## src/fsal_consts.vh

```
/*
 * Constants for the flash security and access-limit block: register
 * offsets, bit positions, reset values, address landmarks and codes.
 * Assumes it is included by bare name from each design file.
 */
`ifndef FSAL_CONSTS_VH
`define FSAL_CONSTS_VH

// Register offsets on the special-function register port
`define FSAL_OFS_STORE_CTRL    8'h8f
`define FSAL_OFS_FLASH_CTRL    8'hb6
`define FSAL_OFS_ACCESS_LIMIT  8'hb7

// Program store control bit positions
`define FSAL_BIT_STORE_WE      0
`define FSAL_BIT_STORE_EE      1
`define FSAL_BIT_SCRATCH_SEL   2

// Flash control unlock bit and implemented bits; register reset values
`define FSAL_BIT_WRITE_UNLOCK  0
`define FSAL_FLASH_CTRL_MASK   8'hc1
`define FSAL_RST_FLASH_CTRL    8'h80
`define FSAL_RST_STORE_CTRL    3'h0
`define FSAL_RST_ACCESS_LIMIT  8'h00

// Lock bytes and their page
`define FSAL_ADDR_READ_LOCK    16'hfdff
`define FSAL_ADDR_WRITE_LOCK   16'hfdfe
`define FSAL_SEC_PAIR          15'h7eff
`define FSAL_LOCK_PAGE         7'h7e
`define FSAL_RST_LOCK          8'h00
`define FSAL_ERASED_BYTE       8'hff
`define FSAL_SCRATCH_TOP       16'h007f

// CPU access kinds
`define FSAL_CPU_FETCH         2'h0
`define FSAL_CPU_MOVC_RD       2'h1
`define FSAL_CPU_MOVX_WR       2'h2

// JTAG operations
`define FSAL_JTAG_READ         2'h0
`define FSAL_JTAG_WRITE        2'h1
`define FSAL_JTAG_ERASE        2'h2

// Flash array operations
`define FSAL_FL_READ           2'h0
`define FSAL_FL_WRITE          2'h1
`define FSAL_FL_ERASE_PAGE     2'h2
`define FSAL_FL_ERASE_ALL      2'h3

`endif

```

## src/fsal_top.v

```verilog
/*
 * Flash protection and mapping: scratchpad overlay, software write and
 * erase gating, JTAG lock bytes and the software read limit.
 * Assumes CPU, JTAG host and flash array run on core_clk_in; the JTAG
 * host is already synchronised to this clock upstream.
 */
`timescale 1ns/1ps
`include "fsal_consts.vh"

module fsal_top (
	input  wire        core_clk_in,      // System clock
	input  wire        rst_in,           // Async reset, active high
	input  wire        en_in,            // Clock enable, freezes all
	input  wire [7:0]  sfr_addr_in,      // Register address
	input  wire        sfr_wr_in,        // Register write strobe
	input  wire [7:0]  sfr_wdata_in,     // Register write data
	output reg  [7:0]  sfr_rdata_out,    // Register read data
	input  wire        cpu_req_in,       // CPU flash request pulse
	input  wire [1:0]  cpu_kind_in,      // Fetch, MOVC read, MOVX write
	input  wire [15:0] cpu_pc_in,        // PC of issuing instruction
	input  wire [15:0] cpu_addr_in,      // Target address
	input  wire [7:0]  cpu_wdata_in,     // MOVX write data
	output reg         cpu_ready_out,    // Block idle, CPU may ask
	output reg         cpu_ack_out,      // CPU answer pulse
	output reg         cpu_blocked_out,  // CPU access was refused
	output reg  [7:0]  cpu_rdata_out,    // CPU read data
	output reg         debug_denied_out, // PC sits in read-locked block
	input  wire        jtag_req_in,      // JTAG request pulse
	input  wire [1:0]  jtag_op_in,       // Read, write, erase
	input  wire        jtag_scratch_in,  // Target is the scratchpad
	input  wire [15:0] jtag_addr_in,     // Target address
	input  wire [7:0]  jtag_wdata_in,    // Write data
	output reg         jtag_ready_out,   // Block idle, JTAG may ask
	output reg         jtag_ack_out,     // JTAG answer pulse
	output reg         jtag_refused_out, // JTAG access refused
	output reg  [7:0]  jtag_rdata_out,   // JTAG read data
	output reg         fl_req_out,       // Flash command pulse
	output reg  [1:0]  fl_op_out,        // Flash operation
	output reg         fl_scratch_out,   // Scratchpad sector selected
	output reg  [15:0] fl_addr_out,      // Flash address
	output reg  [7:0]  fl_wdata_out,     // Flash write data
	input  wire        fl_done_in,       // Flash operation finished
	input  wire [7:0]  fl_rdata_in       // Flash read data
);

	// State codes
	localparam [2:0] S_LREQ = 3'h0; // Issue lock byte read
	localparam [2:0] S_LWAIT = 3'h1; // Wait lock byte read
	localparam [2:0] S_IDLE = 3'h2; // Accept requests
	localparam [2:0] S_BUSY = 3'h3; // Wait flash operation

	reg  [2:0]  state_q;        // Sequencer state
	reg  [2:0]  state_d;        // Next state
	reg         lsel_q;         // 0 loading read lock, 1 write lock
	reg         who_q;          // 1 when JTAG owns the flash
	reg  [2:0]  store_ctrl_q;   // Program store control bits
	reg  [7:0]  flash_ctrl_q;   // Flash control bits
	reg  [7:0]  limit_q;        // Access limit register
	reg         limit_set_q;    // Limit already written
	wire [7:0]  rd_lock;        // Read lock byte copy
	wire [7:0]  we_lock;        // Write/erase lock byte copy
	wire [15:0] limit_addr;     // Software read limit

	// Decision signals
	reg         cpu_go;         // CPU access goes to flash
	reg  [1:0]  cpu_op;         // Its flash operation
	reg         cpu_scr;        // Its scratchpad select
	reg         jtag_go;        // JTAG access goes to flash
	reg  [1:0]  jtag_op;        // Its flash operation
	reg         cpu_low;        // Target in lower partition
	reg         cpu_upper;      // Code in upper partition
	reg         jtag_ok;        // JTAG block permission
	reg         iss;            // Flash command issued now
	reg  [1:0]  iss_op;         // Issued operation
	reg         iss_scr;        // Issued scratchpad flag
	reg  [15:0] iss_addr;       // Issued address
	reg  [7:0]  iss_data;       // Issued data
	wire        take_jtag;      // JTAG request taken
	wire        take_cpu;       // CPU request taken
	wire        lk_load;        // Lock byte arrives from flash
	wire        lk_erase;       // Issued erase covers lock bytes

	// True for either security byte
	function is_sec;
		input [15:0] a;
		begin
			is_sec = (a[15:1] == `FSAL_SEC_PAIR);
		end
	endfunction

	// True inside the 512-byte page holding the lock bytes
	function in_lock_page;
		input [15:0] a;
		begin
			in_lock_page = (a[15:9] == `FSAL_LOCK_PAGE);
		end
	endfunction

	assign limit_addr = {limit_q, 8'h00};
	assign take_jtag  = (state_q == S_IDLE) && jtag_req_in;
	// JTAG wins a tie; the CPU request is dropped
	assign take_cpu   = (state_q == S_IDLE) && !jtag_req_in && cpu_req_in;
	assign lk_load    = (state_q == S_LWAIT) && fl_done_in;
	assign lk_erase   = iss && !iss_scr && ((iss_op == `FSAL_FL_ERASE_ALL) ||
	                    ((iss_op == `FSAL_FL_ERASE_PAGE) && in_lock_page(iss_addr)));

	// Lock byte copy, kept in step with flash contents
	fsal_lock_store u_lock (
		.core_clk_in  (core_clk_in),
		.rst_in       (rst_in),
		.en_in        (en_in),
		.load_rd_in   (lk_load && !lsel_q),
		.load_we_in   (lk_load && lsel_q),
		.load_data_in (fl_rdata_in),
		.wr_in        (iss && !iss_scr && (iss_op == `FSAL_FL_WRITE)),
		.wr_addr_in   (iss_addr),
		.wr_data_in   (iss_data),
		.erase_in     (lk_erase),
		.rd_lock_out  (rd_lock),
		.we_lock_out  (we_lock)
	);

	// CPU access classification
	always @* begin
		cpu_scr = store_ctrl_q[`FSAL_BIT_SCRATCH_SEL] &&
		          (cpu_kind_in != `FSAL_CPU_FETCH);
		cpu_low   = !cpu_scr && (cpu_addr_in < limit_addr);
		cpu_upper = (cpu_pc_in >= limit_addr);
		cpu_op    = `FSAL_FL_READ;
		cpu_go    = 1'b0;
		case (cpu_kind_in)
			`FSAL_CPU_FETCH: begin
				// Execution is never limited by partition
				cpu_go = 1'b1;
			end
			`FSAL_CPU_MOVC_RD: begin
				cpu_go = !(cpu_upper && cpu_low);
			end
			`FSAL_CPU_MOVX_WR: begin
				cpu_op = store_ctrl_q[`FSAL_BIT_STORE_EE] ?
				         `FSAL_FL_ERASE_PAGE : `FSAL_FL_WRITE;
				cpu_go = store_ctrl_q[`FSAL_BIT_STORE_WE] &&
				         flash_ctrl_q[`FSAL_BIT_WRITE_UNLOCK] &&
				         !(cpu_upper && cpu_low);
				// Lock page erase from software is ignored
				if (store_ctrl_q[`FSAL_BIT_STORE_EE] && !cpu_scr &&
				    in_lock_page(cpu_addr_in)) begin
					cpu_go = 1'b0;
				end
			end
			default: begin
				cpu_go = 1'b0;
			end
		endcase
	end

	// JTAG access classification against the lock bytes
	always @* begin
		jtag_op = `FSAL_FL_READ;
		jtag_ok = 1'b0;
		jtag_go = 1'b0;
		case (jtag_op_in)
			`FSAL_JTAG_READ: begin
				// Scratchpad falls only when every block is locked
				jtag_ok = jtag_scratch_in ? (rd_lock != 8'h00) :
				          (rd_lock[jtag_addr_in[15:13]] ||
				           is_sec(jtag_addr_in));
				jtag_go = jtag_ok;
			end
			`FSAL_JTAG_WRITE: begin
				jtag_op = `FSAL_FL_WRITE;
				jtag_ok = jtag_scratch_in ? (we_lock != 8'h00) :
				          (we_lock[jtag_addr_in[15:13]] ||
				           is_sec(jtag_addr_in));
				jtag_go = jtag_ok;
			end
			`FSAL_JTAG_ERASE: begin
				jtag_op = `FSAL_FL_ERASE_PAGE;
				if (jtag_scratch_in) begin
					jtag_go = (we_lock != 8'h00);
				end else if (is_sec(jtag_addr_in)) begin
					// Full erase always frees a lock; a lock page erase does too when we_lock[7] is set
					jtag_op = `FSAL_FL_ERASE_ALL;
					jtag_go = 1'b1;
				end else if (in_lock_page(jtag_addr_in)) begin
					jtag_go = we_lock[7];
				end else begin
					jtag_go = we_lock[jtag_addr_in[15:13]];
				end
			end
			default: begin
				jtag_go = 1'b0;
			end
		endcase
	end

	// Command selection and next state
	always @* begin
		iss      = 1'b0;
		iss_op   = jtag_op;
		iss_scr  = jtag_scratch_in;
		iss_addr = jtag_addr_in;
		iss_data = jtag_wdata_in;
		state_d  = state_q;
		if (take_jtag) begin
			iss = jtag_go;
		end else if (take_cpu) begin
			iss      = cpu_go;
			iss_op   = cpu_op;
			iss_scr  = cpu_scr;
			iss_data = cpu_wdata_in;
			// Scratchpad keeps only the low seven address bits
			iss_addr = cpu_scr ? (cpu_addr_in & `FSAL_SCRATCH_TOP) : cpu_addr_in;
		end
		case (state_q)
			S_LREQ:  state_d = S_LWAIT;
			S_LWAIT: state_d = fl_done_in ? (lsel_q ? S_IDLE : S_LREQ) : S_LWAIT;
			S_IDLE:  state_d = iss ? S_BUSY : S_IDLE;
			S_BUSY:  state_d = fl_done_in ? S_IDLE : S_BUSY;
			default: state_d = S_LREQ;
		endcase
	end

	// Sequencer, flash command and answers
	always @(posedge core_clk_in or posedge rst_in) begin
		if (rst_in) begin
			state_q          <= S_LREQ;
			lsel_q           <= 1'b0;
			who_q            <= 1'b0;
			cpu_ready_out    <= 1'b0;
			cpu_ack_out      <= 1'b0;
			cpu_blocked_out  <= 1'b0;
			cpu_rdata_out    <= 8'h00;
			debug_denied_out <= 1'b0;
			jtag_ready_out   <= 1'b0;
			jtag_ack_out     <= 1'b0;
			jtag_refused_out <= 1'b0;
			jtag_rdata_out   <= 8'h00;
			fl_req_out       <= 1'b0;
			fl_op_out        <= `FSAL_FL_READ;
			fl_scratch_out   <= 1'b0;
			fl_addr_out      <= 16'h0000;
			fl_wdata_out     <= 8'h00;
		end else if (en_in) begin
			state_q          <= state_d;
			cpu_ready_out    <= (state_d == S_IDLE);
			jtag_ready_out   <= (state_d == S_IDLE);
			cpu_ack_out      <= 1'b0;
			cpu_blocked_out  <= 1'b0;
			jtag_ack_out     <= 1'b0;
			jtag_refused_out <= 1'b0;
			fl_req_out       <= 1'b0;
			// Debug halts are denied inside read-locked blocks
			debug_denied_out <= !rd_lock[cpu_pc_in[15:13]];
			if (state_q == S_LREQ) begin
				// Lock settings come from flash itself
				fl_req_out     <= 1'b1;
				fl_op_out      <= `FSAL_FL_READ;
				fl_scratch_out <= 1'b0;
				fl_addr_out    <= lsel_q ? `FSAL_ADDR_WRITE_LOCK : `FSAL_ADDR_READ_LOCK;
			end
			if (lk_load) begin
				lsel_q <= 1'b1;
			end
			if (iss) begin
				fl_req_out     <= 1'b1;
				fl_op_out      <= iss_op;
				fl_scratch_out <= iss_scr;
				fl_addr_out    <= iss_addr;
				fl_wdata_out   <= iss_data;
				who_q          <= take_jtag;
			end else if (take_jtag) begin
				// Refused reads give no flash content at all
				jtag_ack_out     <= 1'b1;
				jtag_refused_out <= 1'b1;
				jtag_rdata_out   <= 8'h00;
			end else if (take_cpu) begin
				cpu_ack_out     <= 1'b1;
				cpu_blocked_out <= 1'b1;
				cpu_rdata_out   <= 8'h00;
			end
			if ((state_q == S_BUSY) && fl_done_in) begin
				if (who_q) begin
					jtag_ack_out   <= 1'b1;
					jtag_rdata_out <= fl_rdata_in;
				end else begin
					cpu_ack_out   <= 1'b1;
					cpu_rdata_out <= fl_rdata_in;
				end
			end
		end
	end

	// Register file; read data lags the address by one cycle
	always @(posedge core_clk_in or posedge rst_in) begin
		if (rst_in) begin
			store_ctrl_q  <= `FSAL_RST_STORE_CTRL;
			flash_ctrl_q  <= `FSAL_RST_FLASH_CTRL;
			limit_q       <= `FSAL_RST_ACCESS_LIMIT;
			limit_set_q   <= 1'b0;
			sfr_rdata_out <= 8'h00;
		end else if (en_in) begin
			if (sfr_wr_in) begin
				case (sfr_addr_in)
					`FSAL_OFS_STORE_CTRL: begin
						store_ctrl_q <= sfr_wdata_in[2:0];
					end
					`FSAL_OFS_FLASH_CTRL: begin
						flash_ctrl_q <= sfr_wdata_in & `FSAL_FLASH_CTRL_MASK;
					end
					`FSAL_OFS_ACCESS_LIMIT: begin
						// Later writes cannot loosen the partition
						if (!limit_set_q) begin
							limit_q     <= sfr_wdata_in;
							limit_set_q <= 1'b1;
						end
					end
					default: begin
						limit_set_q <= limit_set_q;
					end
				endcase
			end
			case (sfr_addr_in)
				`FSAL_OFS_STORE_CTRL:   sfr_rdata_out <= {5'h00, store_ctrl_q};
				`FSAL_OFS_FLASH_CTRL:   sfr_rdata_out <= flash_ctrl_q;
				`FSAL_OFS_ACCESS_LIMIT: sfr_rdata_out <= limit_q;
				default:                sfr_rdata_out <= 8'h00;
			endcase
		end
	end

endmodule

```

## src/fsal_lock_store.v

```verilog
/*
 * Holds the read lock byte and the write/erase lock byte as they stand
 * in flash. Loaded from flash after reset, then tracked as writes clear
 * bits and erases set them.
 * Assumes the caller loads both bytes before granting any JTAG access.
 */
`timescale 1ns/1ps
`include "fsal_consts.vh"

module fsal_lock_store (
	input  wire       core_clk_in,   // System clock
	input  wire       rst_in,        // Async reset, active high
	input  wire       en_in,         // Clock enable
	input  wire       load_rd_in,    // Load read lock byte
	input  wire       load_we_in,    // Load write/erase lock byte
	input  wire [7:0] load_data_in,  // Byte read from flash
	input  wire       wr_in,         // Byte write issued to flash
	input  wire [15:0] wr_addr_in,   // Address of that write
	input  wire [7:0] wr_data_in,    // Data of that write
	input  wire       erase_in,      // Erase covering the lock bytes
	output reg  [7:0] rd_lock_out,   // Read lock byte
	output reg  [7:0] we_lock_out    // Write/erase lock byte
);

	// Copy follows flash: writes only clear, erase sets all
	always @(posedge core_clk_in or posedge rst_in) begin
		if (rst_in) begin
			// All locked until loaded, so nothing leaks early
			rd_lock_out <= `FSAL_RST_LOCK;
			we_lock_out <= `FSAL_RST_LOCK;
		end else if (en_in) begin
			if (erase_in) begin
				rd_lock_out <= `FSAL_ERASED_BYTE;
				we_lock_out <= `FSAL_ERASED_BYTE;
			end else if (load_rd_in) begin
				rd_lock_out <= load_data_in;
			end else if (load_we_in) begin
				we_lock_out <= load_data_in;
			end else if (wr_in) begin
				// Flash cells can only go 1 to 0 on a write
				if (wr_addr_in == `FSAL_ADDR_READ_LOCK) begin
					rd_lock_out <= rd_lock_out & wr_data_in;
				end
				if (wr_addr_in == `FSAL_ADDR_WRITE_LOCK) begin
					we_lock_out <= we_lock_out & wr_data_in;
				end
			end
		end
	end

endmodule

```

## config.mk

```make
export PLATFORM = sky130hd
export DESIGN_NAME = fsal_top
export DESIGN_NICKNAME = d
export VERILOG_FILES = /design/src/fsal_top.v /design/src/fsal_lock_store.v
export VERILOG_INCLUDE_DIRS = /design/src
export SDC_FILE = /design/constraint.sdc
export NUM_CORES = 1
export LEC_CHECK = 0
export BUFFER_PORTS_ARGS = -buffer_cell sky130_fd_sc_hd__buf_2
export CAP_MARGIN = 15
export CORE_MARGIN = 4
export CORE_UTILIZATION = 25
export DETAILED_ROUTE_END_ITERATION = 10
export GPL_TIMING_DRIVEN = 0
export PLACE_DENSITY_LB_ADDON = 0.2
export SLEW_MARGIN = 20
export SYNTH_ARGS = -nofsm -noshare
export SYNTH_HDL_FRONTEND = slang
export SYNTH_SLANG_ARGS = --single-unit
```

## constraint.sdc

```tcl
create_clock -name core_clk_in -period 3.8 [get_ports core_clk_in]
set_input_delay 0.57 -clock core_clk_in [delete_from_list [all_inputs] [get_ports core_clk_in]]
set_output_delay 0.57 -clock core_clk_in [all_outputs]
set_load 0.01 [all_outputs]
```

==> impl_metrics.tcl <==
set metrics [dict create \
    dp.cells 903 \
    io_buffers 157 \
    crit_path_start_kind "flop" \
    vias 4503 \
    status "finished clean" \
    wire_per_inst_um 18.8 \
    crit_required_ns 3.98 \
    path_max_fanout 10 \
    synth-seq-cells 93 \
    layout.cells.non_filler 920 \
    max_freq_ghz 0.297 \
    synth_edf_count 0 \
    finalCritPeriodShare_pct 88.6 \
    cts_root_buffer "clkbuf_16" \
    ys_warn_count 0 \
    worstPathArrival_ns 3.55 \
    dr.first_iter.drc_count 261 \
    tightest_slew_ns 0.860 \
    endpoint_kind "flop" \
    core_area_um2 19700 \
    yosysTopAreaCell "dfrtp_1" \
    insertion_delay_ns 0.35 \
    nNetsFinal 769 \
    via_per_inst 4.89 \
    htreeDepth 3 \
    synthMuxAreaShare_pct 8.46 \
    leakagePower_nw 3.10 \
    post_cts_buffers 0 \
    initial_utilization_pct 25.7 \
    final_common_cell "buf_2" \
    synthTopCellsByArea "dfrtp_1 46%, nand2_1 5.4%, ha_1 5.0%" \
    hold_viol 0 \
    synth-xor-area-share_pct 0 \
    grt_max_degree 65 \
    dieHeight_um 150 \
    skew_ns 0.00609 \
    crit_type "reg2reg" \
    overflow 0 \
    path_common_cell "clkbuf_1" \
    cellPowerDensity_nw_per_um2 561 \
    dp_hpwl_mm 13.7 \
    clock-sinks 93 \
    synthSimpleGateAreaFrac_pct 15.8 \
    crit_chain "clkbuf_1, nand4bb_1, clkbuf_1, buf_1, clkbuf_1, nor2_1, a21oi_1, o21ai_0" \
    async_flop_share_pct 100 \
    drt-total-wl_mm 17.3 \
    gp_congestion 0.820 \
    synth_compound_area_share_pct 20.4 \
    cpPeakStageDelay_ns 0.72 \
    peakVddDrop_uv 262 \
    drc 0 \
    cts.repair.resized 0 \
    fillers 2086 \
    rsz0062_at_grt "false" \
    drive_above_1_share_pct 32.7 \
    cap_violations 0 \
    ios 159 \
    synth_top_area_share_pct 45.6 \
    postCtsHoldBufs 0 \
    slew_violations 0 \
    final_cell_mix "162 x buf_2, 92 x dfrtp_1, 72 x nand2_1" \
    rows 51 \
    synth_top_family_by_area "compound AO/OA/AOI/OAI gates" \
    syn2layout_area_growth_pct 29.0 \
    grt_pass1_wl_mm 26.3 \
    avgSynthCellArea_um2 10.5 \
    cts_tree "done" \
    ant_nets 0 \
    fp.dieArea_um2 22500 \
    ctsLongestPathBuffers 2 \
    clk_transition_reported_paths_ns 0.07 \
    ys_seq_area_share_pct 46.1 \
    ys.flop_type "dfrtp_1" \
    netlist_instances 480 \
    fin_util_pct 33.1 \
    first_pass_iters 5 \
    cts_buffers 9 \
    slowest_stage "a21oi_1" \
    yosysUniqueCellTypes 60 \
    grt_usage_pct 15.3 \
    syn_area_um2 5050 \
    syn-num-nets 600 \
    setup_viol 0 \
    maxSlewHeadroom_pct 42.1 \
    hp-class "in2async" \
    antenna_found_initial 0 \
    grt_pass1_vias 4641 \
    dieWidth_um 150 \
    r2r_setup_slack_ns 0.43 \
    synth-adder-area-share_pct 4.96 \
    finalCriticalPeriod_ns 3.37 \
]
-- cell families after synthesis --
group	after synthesis
AO/OA/AOI/OAI	131
adder cells (fa/ha/maj)	20
buffers and inverters	43
flip-flops	93
multiplexers	33
AND/OR/NAND/NOR	160
-- cells in the mapped netlist (5+ instances only) --
cell type  instances
dfrtp_1           92
nand2_1           72
nor2_1            24
ha_1              20
inv_1             20
a22o_1            18
a2bb2oi_1         15
o21ai_0           15
a21oi_1           13
a22oi_1           10
mux2i_1           10
clkbuf_1           9
mux2_1             9
nand4_1            9
a32o_1             8
mux2_2             8
o31ai_1            8
or3_1              8
nand2b_1           7
nor4_1             7
mux4_2             6
o211ai_2           6
a221oi_1           5
buf_2              5
nor3_1             5
-- metrics by stage --
step | power, W | setup TNS [ns] | hold WS (ns) | worst slack, ns | cell area, um^2
2_1_floorplan | 0.00219 | 0 | 0.445 | 0.740 | 5050
3_3_place_gp | 0.00271 | -37.88 | 0.461 | -0.421 | 6160
3_5_place_dp | 0.00274 | 0 | 0.464 | 0.0525 | 6200
4_1_cts | 0.00372 | 0 | 0.189 | 0.245 | 6500
5_1_grt | 0.00390 | 0 | 0.197 | 0.110 | 6510
6_report | 0.00365 | 0 | 0.181 | 0.434 | 6510
-- path summary, 6_finish.rpt --
check / start / endpoint / cells after the start
min in group core_clk_in: sfr_wdata_in[3] / limit_q[3] / 3
max in group asynchronous: rst_in / u_lock.we_lock_out[2] / 3
setup / recovery: state_q[0] / cpu_ack_out / 8
setup reg to reg: state_q[0] / cpu_ack_out / 8
hold / removal: rst_in / sfr_rdata_out[7] / 2
hold reg to reg: limit_set_q / limit_set_q / 1
-- routing by layer --
layer / wire length (um) / track usage [%]
met3: 1140 / 3.42
met2: 8250 / 25.3
met1: 7660 / 20.1
met5: 0 / 0
met4: 233 / 4.07
-- report_power, final --
part | switching (W) | internal (W) | total, W
clock network | 0.000435 | 0.000522 | 0.000957
registers | 0.000199 | 0.00128 | 0.00148
logic | 0.000641 | 0.000580 | 0.00122
-- critical path: cells and delay by family, from the launching register on --
family	cells	cell delay, ns
compound gates	2	0.92
buf+inv	4	1.64
flops	1	0.32
simple gates	2	0.32
-- layout make-up --
type	count	area, um^2	area share, %
diodes	1	2.50	0.0384
plain buffers	23	138	2.11
clock buffers	9	225	3.46
clock inverters	7	81.3	1.25
inverters	20	80.1	1.23
multi-input cells	344	2510	38.6
flip-flops and latches	93	2330	35.8
well taps	265	332	5.09
repair buffers	158	813	12.5
-- state kept, by name (all words and copies together) (netlist names), 2 cells and up --
register            cells
cpu_rdata_out           8
fl_op_out               2
u_lock.rd_lock_out      8
flash_ctrl_q            3
fl_wdata_out            8
limit_q                 8
fl_addr_out            16
sfr_rdata_out           8
state_q                 2
u_lock.we_lock_out      8
jtag_rdata_out          8
store_ctrl_q            3
No activity file was read; power rests on OpenSTA's default activity.
